[config.mk]
export PLATFORM = sky130hd
export DESIGN_NAME = slg_stack_guard
export DESIGN_NICKNAME = d
export VERILOG_FILES = /design/src/pkg/slg_pkg.sv /design/src/rtl/slg_seg_guard.sv /design/src/rtl/slg_stack_guard.sv
export SDC_FILE = /design/constraint.sdc
export NUM_CORES = 1
export LEC_CHECK = 0
export BUFFER_PORTS_ARGS = -buffer_cell sky130_fd_sc_hd__buf_2
export CAP_MARGIN = 20
export CORE_ASPECT_RATIO = 2
export CORE_UTILIZATION = 49
export CTS_CLUSTER_DIAMETER = 100
export DETAILED_ROUTE_END_ITERATION = 6
export PLACE_DENSITY = 0.77
export SYNTH_ARGS = -nofsm -noshare
export SYNTH_HDL_FRONTEND = slang
export SYNTH_HIERARCHICAL = 1
export SYNTH_SLANG_ARGS = --single-unit
[constraint.sdc]
create_clock -name clk_sys -period 7.22 [get_ports clk_sys]
set_input_delay 0.722 -clock clk_sys [delete_from_list [all_inputs] [get_ports clk_sys]]
set_output_delay 0.722 -clock clk_sys [all_outputs]
set_load 0.05 [all_outputs]
[src/pkg/slg_pkg.sv]
`default_nettype none
package slg_pkg;

    // ------------------------------------------------------------
    // widths
    // ------------------------------------------------------------
    localparam int unsigned DW = 16; // data and address width
    localparam int unsigned PCW = 23; // program counter width
    localparam int unsigned RAW = 4; // register port address width

    // ------------------------------------------------------------
    // register indices on the plain register port
    // ------------------------------------------------------------
    localparam logic [3:0] RA_SP = 4'h0; // stack pointer register
    localparam logic [3:0] RA_LIMIT = 4'h1; // stack limit register
    localparam logic [3:0] RA_GUARD = 4'h2; // protection enables
    localparam logic [3:0] RA_STATUS = 4'h3; // sticky events, write one to clear
    localparam logic [3:0] RA_MASK = 4'h4; // interrupt mask

    // ------------------------------------------------------------
    // field positions
    // ------------------------------------------------------------
    localparam int unsigned EV_W = 4; // number of event bits
    localparam int unsigned EV_OVF = 0; // stack overflow above limit
    localparam int unsigned EV_UNF = 1; // stack underflow below floor
    localparam int unsigned EV_BOOT = 2; // boot secure ram violation
    localparam int unsigned EV_SEC = 3; // secure ram violation
    localparam int unsigned GD_BOOT_EN = 0; // boot secure ram guard enable
    localparam int unsigned GD_SEC_EN = 1; // secure ram guard enable

    // ------------------------------------------------------------
    // fixed addresses and reset values
    // ------------------------------------------------------------
    localparam logic [15:0] STK_FLOOR = 16'h0800; // lowest legal stack address
    localparam logic [15:0] STK_STEP = 16'h0002; // one word
    localparam logic [15:0] SP_RST = 16'h0800; // stack pointer after reset
    localparam logic [1:0] GUARD_RST = 2'h0; // guards off after reset
    localparam logic [3:0] MASK_RST = 4'h0; // all events masked
    localparam logic [15:0] BRAM_LO = 16'h0800; // boot secure ram segment
    localparam logic [15:0] BRAM_HI = 16'h08FF;
    localparam logic [15:0] SRAM_LO = 16'h0900; // secure ram segment
    localparam logic [15:0] SRAM_HI = 16'h09FF;
    localparam logic [22:0] BFL_LO = 23'h000200; // boot flash segment
    localparam logic [22:0] BFL_HI = 23'h0007FF;
    localparam logic [22:0] SFL_LO = 23'h000800; // secure flash segment
    localparam logic [22:0] SFL_HI = 23'h000FFF;

    // ------------------------------------------------------------
    // kind of value pushed
    // ------------------------------------------------------------
    typedef enum logic [1:0] {
        PK_DATA,
        PK_PC_LO,
        PK_CALL_HI,
        PK_EXC_HI
    } slg_push_kind_t;

endpackage
`default_nettype wire

[src/rtl/slg_seg_guard.sv]
`timescale 1ns/1ps
`default_nettype none
// flags an access into a protected ram range made from code outside
// the flash range that owns it
module slg_seg_guard
#(
    parameter logic [15:0] RAM_LO = 16'h0000,
    parameter logic [15:0] RAM_HI = 16'h0000,
    parameter logic [22:0] CODE_LO = 23'h000000,
    parameter logic [22:0] CODE_HI = 23'h000000
)
(
    // control
    input wire logic en,
    input wire logic req,
    // access
    input wire logic [15:0] addr,
    input wire logic [22:0] code_addr,
    // result
    output logic deny
);

    logic in_ram; // address inside the protected range
    logic in_code; // executing code inside the owner range

    // --------------------------------------------------------
    // range compare
    // --------------------------------------------------------
    always_comb
    begin
        in_ram = (addr >= RAM_LO) && (addr <= RAM_HI);
        in_code = (code_addr >= CODE_LO) && (code_addr <= CODE_HI);
        deny = en && req && in_ram && !in_code;
    end

endmodule // slg_seg_guard
`default_nettype wire

[src/rtl/slg_stack_guard.sv]
// The register addresses and the strobed register port are this design's own decisions.
`timescale 1ns/1ps
`default_nettype none
module slg_stack_guard
(
    // clock and reset
    input wire logic clk_sys,
    input wire logic rstn,
    // register port
    input wire logic [3:0] reg_addr,
    input wire logic [15:0] reg_wdata,
    input wire logic reg_wr,
    input wire logic reg_rd,
    output logic [15:0] reg_rdata,
    // stack operations from the core
    input wire logic stk_push,
    input wire logic stk_pop,
    input wire slg_pkg::slg_push_kind_t stk_kind,
    input wire logic [15:0] stk_data,
    input wire logic [22:0] pc_val,
    input wire logic [7:0] status_low_byte,
    // other data accesses from the core
    input wire logic acc_valid,
    input wire logic acc_we,
    input wire logic [15:0] acc_addr,
    input wire logic [15:0] acc_wdata,
    input wire logic acc_via_sp,
    // read return to the core
    output logic acc_rvalid,
    output logic [15:0] acc_rdata,
    // data ram side
    output logic mem_we,
    output logic mem_re,
    output logic [15:0] mem_addr,
    output logic [15:0] mem_wdata,
    input wire logic [15:0] mem_rdata,
    // exception and interrupt
    output logic stack_trap,
    output logic irq
);

    // --------------------------------------------------------
    // state
    // --------------------------------------------------------
    logic [15:0] sp_r, sp_nxt; // stack_pointer_register
    logic [15:0] lim_r, lim_nxt; // stack_limit_register, no reset
    logic [1:0] guard_r, guard_nxt; // guard enables
    logic [3:0] stat_r, stat_nxt; // sticky events
    logic [3:0] mask_r, mask_nxt; // event mask
    logic irq_r, irq_nxt; // interrupt level
    logic [15:0] rdat_r, rdat_nxt; // register read data
    logic trap_r, trap_nxt; // trap pulse
    logic we_r, we_nxt; // ram write strobe
    logic re_r, re_nxt; // ram read strobe
    logic [15:0] ma_r, ma_nxt; // ram address
    logic [15:0] mw_r, mw_nxt; // ram write data
    logic rd1_r, rd1_nxt; // read outstanding, stage 1
    logic blk1_r, blk1_nxt; // read denied, stage 1
    logic rd2_r, rd2_nxt; // read outstanding, stage 2
    logic blk2_r, blk2_nxt; // read denied, stage 2
    logic rv_r, rv_nxt; // read return valid
    logic [15:0] rv_d_r, rv_d_nxt; // read return data

    // --------------------------------------------------------
    // request decode
    // --------------------------------------------------------
    logic req; // any access this cycle
    logic req_we; // access writes
    logic [15:0] ea; // effective_address
    logic [15:0] push_val; // value a push writes
    logic chk_sp; // access formed through the stack pointer
    logic ovf; // above the limit
    logic unf; // below the floor
    logic deny_b; // boot secure ram refused
    logic deny_s; // secure ram refused
    logic wr_sp; // register write to the stack pointer
    logic wr_lim; // register write to the limit

    // stack ops outrank plain accesses, push outranks pop
    always_comb
    begin
        req = stk_push || stk_pop || acc_valid;
        req_we = stk_push || (!stk_pop && acc_valid && acc_we);
        // push uses the pointer, pop uses pointer minus one word
        if (stk_push)
        begin
            ea = sp_r;
        end
        else if (stk_pop)
        begin
            ea = sp_r - slg_pkg::STK_STEP;
        end
        else
        begin
            ea = acc_addr;
        end
        // value pushed by kind
        case (stk_kind)
            slg_pkg::PK_DATA: push_val = stk_data;
            slg_pkg::PK_PC_LO: push_val = pc_val[15:0];
            slg_pkg::PK_CALL_HI: push_val = {9'h000, pc_val[22:16]};
            slg_pkg::PK_EXC_HI: push_val = {status_low_byte, 1'h0, pc_val[22:16]};
            default: push_val = stk_data;
        endcase
        chk_sp = stk_push || stk_pop || (acc_valid && acc_via_sp);
        // equal to the limit is still legal, beyond it traps
        ovf = chk_sp && (ea > lim_r);
        // a pop from a pointer of zero wraps to the top of the range, so test the pointer too
        unf = chk_sp && ((ea < slg_pkg::STK_FLOOR) || (stk_pop && (sp_r < slg_pkg::STK_FLOOR)));
        wr_sp = reg_wr && (reg_addr == slg_pkg::RA_SP);
        wr_lim = reg_wr && (reg_addr == slg_pkg::RA_LIMIT);
    end

    // --------------------------------------------------------
    // protected ram segments
    // --------------------------------------------------------
    slg_seg_guard
    #(
        .RAM_LO(slg_pkg::BRAM_LO),
        .RAM_HI(slg_pkg::BRAM_HI),
        .CODE_LO(slg_pkg::BFL_LO),
        .CODE_HI(slg_pkg::BFL_HI)
    )
    u_boot_guard
    (
        .en(guard_r[slg_pkg::GD_BOOT_EN]),
        .req(req),
        .addr(ea),
        .code_addr(pc_val),
        .deny(deny_b)
    );

    slg_seg_guard
    #(
        .RAM_LO(slg_pkg::SRAM_LO),
        .RAM_HI(slg_pkg::SRAM_HI),
        .CODE_LO(slg_pkg::SFL_LO),
        .CODE_HI(slg_pkg::SFL_HI)
    )
    u_sec_guard
    (
        .en(guard_r[slg_pkg::GD_SEC_EN]),
        .req(req),
        .addr(ea),
        .code_addr(pc_val),
        .deny(deny_s)
    );

    // --------------------------------------------------------
    // pointer and limit next values
    // --------------------------------------------------------
    always_comb
    begin
        sp_nxt = sp_r;
        // register write wins over a stack op in the same cycle
        if (wr_sp)
        begin
            sp_nxt = {reg_wdata[15:1], 1'h0};
        end
        else if (stk_push)
        begin
            sp_nxt = sp_r + slg_pkg::STK_STEP;
        end
        else if (stk_pop)
        begin
            sp_nxt = sp_r - slg_pkg::STK_STEP;
        end
        // bit 0 of the limit is held at zero
        lim_nxt = wr_lim ? {reg_wdata[15:1], 1'h0} : lim_r;
    end

    // pointer register
    always_ff @(posedge clk_sys or negedge rstn)
    begin
        if (!rstn)
        begin
            sp_r <= slg_pkg::SP_RST;
        end
        else
        begin
            sp_r <= sp_nxt;
        end
    end

    // limit has no reset value
    always_ff @(posedge clk_sys)
    begin
        lim_r <= lim_nxt;
    end

    // --------------------------------------------------------
    // control, status, interrupt and register reads
    // --------------------------------------------------------
    always_comb
    begin
        guard_nxt = guard_r;
        mask_nxt = mask_r;
        stat_nxt = stat_r;
        if (reg_wr && (reg_addr == slg_pkg::RA_GUARD))
        begin
            guard_nxt = reg_wdata[1:0];
        end
        if (reg_wr && (reg_addr == slg_pkg::RA_MASK))
        begin
            mask_nxt = reg_wdata[3:0];
        end
        // clear by writing one, a new event wins over the clear
        if (reg_wr && (reg_addr == slg_pkg::RA_STATUS))
        begin
            stat_nxt = stat_nxt & ~reg_wdata[3:0];
        end
        stat_nxt[slg_pkg::EV_OVF] = stat_nxt[slg_pkg::EV_OVF] | ovf;
        stat_nxt[slg_pkg::EV_UNF] = stat_nxt[slg_pkg::EV_UNF] | unf;
        stat_nxt[slg_pkg::EV_BOOT] = stat_nxt[slg_pkg::EV_BOOT] | deny_b;
        stat_nxt[slg_pkg::EV_SEC] = stat_nxt[slg_pkg::EV_SEC] | deny_s;
        irq_nxt = |(stat_nxt & mask_nxt);
        // one trap pulse per offending access
        trap_nxt = ovf || unf;
        // read data stand only in the cycle after the strobe
        rdat_nxt = 16'h0000;
        if (reg_rd)
        begin
            case (reg_addr)
                slg_pkg::RA_SP: rdat_nxt = sp_r;
                slg_pkg::RA_LIMIT: rdat_nxt = lim_r;
                slg_pkg::RA_GUARD: rdat_nxt = {14'h0000, guard_r};
                slg_pkg::RA_STATUS: rdat_nxt = {12'h000, stat_r};
                slg_pkg::RA_MASK: rdat_nxt = {12'h000, mask_r};
                default: rdat_nxt = 16'h0000;
            endcase
        end
    end

    // control registers
    always_ff @(posedge clk_sys or negedge rstn)
    begin
        if (!rstn)
        begin
            guard_r <= slg_pkg::GUARD_RST;
            mask_r <= slg_pkg::MASK_RST;
            stat_r <= 4'h0;
            irq_r <= 1'h0;
            trap_r <= 1'h0;
            rdat_r <= 16'h0000;
        end
        else
        begin
            guard_r <= guard_nxt;
            mask_r <= mask_nxt;
            stat_r <= stat_nxt;
            irq_r <= irq_nxt;
            trap_r <= trap_nxt;
            rdat_r <= rdat_nxt;
        end
    end

    // --------------------------------------------------------
    // ram request and read return pipeline
    // --------------------------------------------------------
    always_comb
    begin
        // refused writes are dropped, refused reads never reach ram
        we_nxt = req && req_we && !(deny_b || deny_s);
        re_nxt = req && !req_we && !(deny_b || deny_s);
        ma_nxt = req ? ea : ma_r;
        mw_nxt = stk_push ? push_val : (req ? acc_wdata : mw_r);
        rd1_nxt = req && !req_we;
        blk1_nxt = deny_b || deny_s;
        rd2_nxt = rd1_r;
        blk2_nxt = blk1_r;
        rv_nxt = rd2_r;
        // refused read returns zero
        rv_d_nxt = (rd2_r && !blk2_r) ? mem_rdata : 16'h0000;
    end

    // pipeline registers
    always_ff @(posedge clk_sys or negedge rstn)
    begin
        if (!rstn)
        begin
            we_r <= 1'h0;
            re_r <= 1'h0;
            ma_r <= 16'h0000;
            mw_r <= 16'h0000;
            rd1_r <= 1'h0;
            blk1_r <= 1'h0;
            rd2_r <= 1'h0;
            blk2_r <= 1'h0;
            rv_r <= 1'h0;
            rv_d_r <= 16'h0000;
        end
        else
        begin
            we_r <= we_nxt;
            re_r <= re_nxt;
            ma_r <= ma_nxt;
            mw_r <= mw_nxt;
            rd1_r <= rd1_nxt;
            blk1_r <= blk1_nxt;
            rd2_r <= rd2_nxt;
            blk2_r <= blk2_nxt;
            rv_r <= rv_nxt;
            rv_d_r <= rv_d_nxt;
        end
    end

    // outputs straight from flip-flops
    assign reg_rdata = rdat_r;
    assign acc_rvalid = rv_r;
    assign acc_rdata = rv_d_r;
    assign mem_we = we_r;
    assign mem_re = re_r;
    assign mem_addr = ma_r;
    assign mem_wdata = mw_r;
    assign stack_trap = trap_r;
    assign irq = irq_r;
endmodule // slg_stack_guard
`default_nettype wire

==> impl_metrics.env, run 1 <==
export IMPL_yosysWarningCount=6
export IMPL_clock_skew_ns=0.01143
export IMPL_crit_required_ns=7.49
export IMPL_cts_htree_levels=4
export IMPL_timing_hold_ws_ns=0.2265
export IMPL_synthCells=632
export IMPL_cpMostUsedCell="ha_1"
export IMPL_cts_setup_buffers=0
export IMPL_clk_path_buf_depth=2
export IMPL_critPathMaxFanout=9
export IMPL_syn_area_sq_um=6110
export IMPL_drt_iter0_markers=414
export IMPL_drive_above_1_share_pct=32.04
export IMPL_min_path_type="primary input to asynchronous set/reset pin"
export IMPL_cp_top_family="compound AO/OA/AOI/OAI gates"
export IMPL_root_buffer="clkbuf_16"
export IMPL_peakVddDrop_mv=0.2344
export IMPL_powerDensity_nw_per_um2=328.8
export IMPL_worst_pin_slew_ns=0.9169
export IMPL_post_route_period_util_pct=52.86
export IMPL_grt_first_pass_wirelength_um=29570
export IMPL_coreArea_sq_um=12120
export IMPL_wl_per_cell_um=19.85
export IMPL_path_clk_slew_ns=0.06
export IMPL_die_area_sq_um=12950
export IMPL_clock_fmax_mhz=262.0
export IMPL_core_rowCount=57
export IMPL_hpwlAfterDp_um=15030
export IMPL_crit_arrival_ns=4.08
export IMPL_dp_cells=941
export IMPL_wirelength_um=19340
export IMPL_drc=0
export IMPL_startpoint_type="flip-flop"
export IMPL_final_setup_tns_ns=0
export IMPL_port_buffers=194
export IMPL_grt_setup_unrepaired="false"
export IMPL_period_needed_ns=3.816
export IMPL_crit_buf_inv=1
export IMPL_worstSetupPathType="flip-flop to flip-flop"
export IMPL_place_congestion=0.9557
export IMPL_initial_core_util_pct=50.39
export IMPL_cts_hold_buffers=0
export IMPL_detail_route_antenna_nets=0
export IMPL_max_cap_violations=0
export IMPL_grt_usage_pct=31.03
export IMPL_multi_input_area_sq_um=2942
export IMPL_status="completed"
export IMPL_area_growth_pct=26.58
export IMPL_grt_antenna_before_repair=0
export IMPL_cts_tree="yes"
export IMPL_dpl_worst_slack_ns=3.138
export IMPL_cp_slowest_cell="dfrtp_1"
export IMPL_synth_fp_nets=775
export IMPL_num_vias=5702
export IMPL_avgSynthCellArea_sq_um=9.667
export IMPL_ctsResizeCount=0
export IMPL_final_cells=974
export IMPL_setup_viol=0
export IMPL_drt_first_pass_iters=5
export IMPL_clock_latency_ns=0.42
export IMPL_antennaDiodeCount=0
export IMPL_nets=957
export IMPL_die_x_um=80.96
export IMPL_die_h_um=159.9
export IMPL_via_per_inst=5.854
export IMPL_postLayoutSetupSlackWorst_ns=3.404
export IMPL_seqCellArea_sq_um=2904
export IMPL_cts_sinks=113
export IMPL_gr_total_overflow=0
export IMPL_slew_violations=0
export IMPL_io_pins=195
export IMPL_grt_max_degree=70
export IMPL_endpoint_kind="flip-flop"
export IMPL_max_slew_margin_pct=38.87
export IMPL_critPathMaxStageDelay_ns=0.50
export IMPL_cts_buffers=17
export IMPL_first_global_vias=5739
export IMPL_hold_viol_final=0
export IMPL_n_fill_cell=1030
export IMPL_power_leakage_nw=3.706
export IMPL_path_cells="inv_1 -> ha_1 -> or3b_2 -> or3_1 -> mux2i_1 -> a21oi_1 -> ha_1 -> a211oi_1 -> o21ai_0 -> o221ai_1 -> a31oi_1 -> a22oi_1 -> o221ai_2"
==> layout make-up <==
class | instances | area share, %
clock inverters | 14 | 1.634
inverters | 26 | 1.262
clock buffers | 18 | 5.679
well taps | 147 | 2.378
flip-flops and latches | 113 | 37.55
multi-input cells | 453 | 38.04
repair buffers | 203 | 13.46
==> metal layers <==
layer	routed length, um	global-route usage, %	vias to the layer above
li1	-	-	2626
met1	6500	31.49	2728
met2	10690	56.42	281
met3	956	4.629	67
met4	1191	19.64	0
met5	0	0	-
==> sequential cells by signal, summed over array words and instances, names as in the netlist <==
signal	cells
mem_addr	16
acc_rdata	16
stack_trap	1
acc_rvalid	1
mem_re	1
sp_r	15
lim_r	15
rd2_r	1
mem_wdata	16
blk1_r	1
stat_r	4
rd1_r	1
irq	1
mask_r	4
blk2_r	1
reg_rdata	16
guard_r	2
mem_we	1
==> worst paths after layout <==
path	from	to	slack, ns	cells past startpoint
hold / removal	rstn	reg_rdata[14]$_DFF_PN0_	0.23	1
setup / recovery	sp_r[1]$_DFFE_PN0P_	irq$_DFF_PN0_	3.40	13
setup reg to reg	sp_r[1]$_DFFE_PN0P_	irq$_DFF_PN0_	3.40	13
min in group clk_sys	rd1_r$_DFF_PN0_	rd2_r$_DFF_PN0_	0.35	0
hold reg to reg	rd1_r$_DFF_PN0_	rd2_r$_DFF_PN0_	0.35	0
max in group asynchronous	rstn	stat_r[3]$_DFF_PN0_	5.80	2
==> stage by stage <==
step                utilization [%]  area, sq um  total power, mW
CTS                           63.73         7726            2.541
floorplan                         -         6110            1.470
detailed placement            59.06         7161            1.733
finish                        63.79         7734            2.543
global placement              59.06         7161            1.723
global route                  63.79         7734            2.654
==> power by group <==
part           leakage [nW]  total, mW  switching (mW)  internal (mW)
sequential             1.37      0.931           0.176          0.754
combinational          2.06      0.807           0.526          0.281
clock                 0.278      0.805           0.320          0.485
==> cell usage in the layout (no fill, tap or decap), types with 8 or more instances in the layout <==
master,instances
ha_1,17
o211ai_1,8
mux2i_1,35
nand3_1,8
a22oi_1,21
o22ai_1,8
xor2_1,8
inv_1,25
nand2_1,71
o21ai_0,51
edfxtp_1,15
nor2_1,59
dfrtp_1,97
a21oi_1,27
buf_4,10
nor4_1,11
nand4_1,10
mux2_2,13
and2_1,23
clkbuf_16,17
buf_2,193
==> worst reg2reg max path, cell delays in order, from the launching register on <==
cell and delay (ns):
dfrtp_1 0.50, inv_1 0.17, ha_1 0.24, or3b_2 0.50, or3_1 0.38, mux2i_1 0.14, a21oi_1 0.31, ha_1 0.33
a211oi_1 0.23, o21ai_0 0.11, o221ai_1 0.16, a31oi_1 0.17, a22oi_1 0.29, o221ai_2 0.14
(Power assumes the default switching activity.)
==> run 2: changes to the inputs <==
--- a/config.mk
+++ b/config.mk
@@ -8,10 +8,10 @@
 export BUFFER_PORTS_ARGS = -buffer_cell sky130_fd_sc_hd__buf_2
 export CAP_MARGIN = 20
 export CORE_ASPECT_RATIO = 2
-export CORE_UTILIZATION = 49
+export CORE_UTILIZATION = 47
 export CTS_CLUSTER_DIAMETER = 100
 export DETAILED_ROUTE_END_ITERATION = 6
-export PLACE_DENSITY = 0.77
+export PLACE_DENSITY = 0.78
 export SYNTH_ARGS = -nofsm -noshare
 export SYNTH_HDL_FRONTEND = slang
 export SYNTH_HIERARCHICAL = 1
==> constraint.sdc (replaced) <==
create_clock -name clk_sys -period 3.4 [get_ports clk_sys]
set_input_delay 0.34 -clock clk_sys [delete_from_list [all_inputs] [get_ports clk_sys]]
set_output_delay 0.34 -clock clk_sys [all_outputs]
set_load 0.05 [all_outputs]
==> run 2 against run 1 <==
  * Design area rose by 3.6%
  * Sequential power increased by 100%
  * Die area grew 4.2%
  * Largest cell class unchanged
  * Cell count up 3.8%
  * Worst setup slack got worse by 3.3 ns
  * Global-route usage rose by 0.074 points
  * Critical endpoint unchanged
  * Utilization fell by 0.32 points
==> impl_metrics.env, run 2 (synthesis results as in run 1) <==
export IMPL_status="completed"
export IMPL_critPathMaxFanout=5
export IMPL_max_cap_violations=0
export IMPL_setup_viol=0
export IMPL_crit_arrival_ns=3.56
export IMPL_clock_latency_ns=0.41
export IMPL_wirelength_um=20410
export IMPL_cts_htree_levels=4
export IMPL_gr_total_overflow=0
export IMPL_worst_pin_slew_ns=1.119
export IMPL_coreArea_sq_um=12630
export IMPL_drc=0
export IMPL_rr_worst_depth=13
export IMPL_antennaDiodeCount=0
export IMPL_io_pins=195
export IMPL_cts_tree="yes"
export IMPL_powerDensity_nw_per_um2=689.9
export IMPL_via_per_inst=5.731
export IMPL_die_x_um=82.62
export IMPL_slew_violations=0
export IMPL_core_rowCount=58
export IMPL_place_congestion=0.9479
export IMPL_die_h_um=163.2
export IMPL_path_clk_slew_ns=0.05
export IMPL_root_buffer="clkbuf_16"
export IMPL_grt_antenna_before_repair=0
export IMPL_detail_route_antenna_nets=0
export IMPL_hpwlAfterDp_um=15630
export IMPL_drt_first_pass_iters=6
export IMPL_endpoint_kind="flip-flop"
export IMPL_drt_iter0_markers=265
export IMPL_startpoint_type="flip-flop"
export IMPL_timing_hold_ws_ns=0.006895
export IMPL_postLayoutSetupSlackWorst_ns=0.1125
export IMPL_min_path_type="primary input to asynchronous set/reset pin"
export IMPL_cts_sinks=113
export IMPL_grt_max_degree=60
export IMPL_mostFrequentLayoutCell="buf_2"
export IMPL_post_route_period_util_pct=96.69
export IMPL_hold_viol_final=0
export IMPL_cts_buffers=17
export IMPL_dpl_worst_slack_ns=-0.05557
export IMPL_drive_above_1_share_pct=35.08
export IMPL_die_area_sq_um=13490
export IMPL_num_vias=5794
export IMPL_grt_first_pass_wirelength_um=29790
export IMPL_clk_path_buf_depth=2
export IMPL_final_cell_mix="buf_2, dfrtp_1, nand2_1"
export IMPL_final_setup_tns_ns=0
export IMPL_clock_fmax_mhz=304.2
export IMPL_nets=991
export IMPL_grt_usage_pct=31.11
export IMPL_max_slew_margin_pct=25.18
export IMPL_r2r_end="irq$_DFF_PN0_"
export IMPL_power_leakage_nw=3.859
export IMPL_area_growth_pct=31.17
export IMPL_peakVddDrop_mv=0.4445
export IMPL_period_needed_ns=3.287
export IMPL_initial_core_util_pct=48.38
export IMPL_first_global_vias=5581
export IMPL_n_fill_cell=1120
export IMPL_r2r_start="sp_r[2]$_DFFE_PN0P_"
export IMPL_worstSetupPathType="flip-flop to flip-flop"
export IMPL_crit_required_ns=3.67
export IMPL_wl_per_cell_um=20.18
export IMPL_ff2ff_setup_slack_ns=0.11
export IMPL_clock_skew_ns=0.008106
export IMPL_port_buffers=194
[run 2: power breakdown]
part,internal (mW),switching [mW],leakage (nW)
clock network,1.02,0.616,0.261
registers,1.61,0.254,1.37
logic,0.765,1.27,2.23
[run 2: through the flow]
| stage | util, % | power (mW) | area (sq um) | cells |
|---|---|---|---|---|
| 2_1_floorplan | - | 3.121 | 6110 | 632 |
| 3_3_place_gp | 58.70 | 3.811 | 7412 | 977 |
| 3_5_place_dp | 58.70 | 3.827 | 7412 | 977 |
| 4_1_cts | 63.09 | 5.482 | 7966 | 1009 |
| 5_1_grt | 63.47 | 5.796 | 8014 | 1011 |
| 6_report | 63.47 | 5.529 | 8014 | 1011 |
[run 2: routing by layer]
| metal | GRT usage, % | vias up | wire, um |
|---|---|---|---|
| met5 | 0 | - | 0 |
| met4 | 22.73 | 0 | 1415 |
| met3 | 6.704 | 87 | 1133 |
| met2 | 55.33 | 270 | 11080 |
| met1 | 30.14 | 2739 | 6771 |
| li1 | - | 2698 | - |
[run 2: final cells by class]
cell class	instances	area [sq um]	area share [%]
clock buffers	22	454.2	5.667
flip-flops and latches	113	2904	36.24
well taps	150	187.7	2.342
multi-input cells	453	2989	37.30
clock inverters	10	85.08	1.062
repair buffers	237	1296	16.17
inverters	26	97.59	1.218
[run 2: worst max-delay path by stage]
stage / from / endpoint / slack [ns]
finish: sp_r[2]$_DFFE_PN0P_ / irq$_DFF_PN0_ / 0.11
global route: sp_r[2]$_DFFE_PN0P_ / irq$_DFF_PN0_ / -0.009
CTS: sp_r[1]$_DFFE_PN0P_ / irq$_DFF_PN0_ / 0.01
detailed placement: sp_r[1]$_DFFE_PN0P_ / irq$_DFF_PN0_ / -0.06
global placement: sp_r[1]$_DFFE_PN0P_ / irq$_DFF_PN0_ / -0.02
floorplan: sp_r[1]$_DFFE_PN0P_ / irq$_DFF_PN0_ / 0.13
[run 2: what timing repair did]
action,in CTS,in global routing
pin swaps,3,4
hold buffers,0,0
gates cloned,0,0
setup endpoints to repair,2,3
buffers inserted,0,1
resized for setup,3,7
[run 2: worst max-delay path: stages (launching register included)]
cell      delay [ns]
dfrtp_1         0.38
inv_1           0.10
ha_4            0.16
or3b_2          0.49
or3_4           0.36
mux2i_1         0.14
a21oi_2         0.19
ha_1            0.27
a211oi_1        0.23
o21ai_1         0.10
o221ai_2        0.23
a31oi_4         0.15
a22oi_2         0.24
o221ai_2        0.11
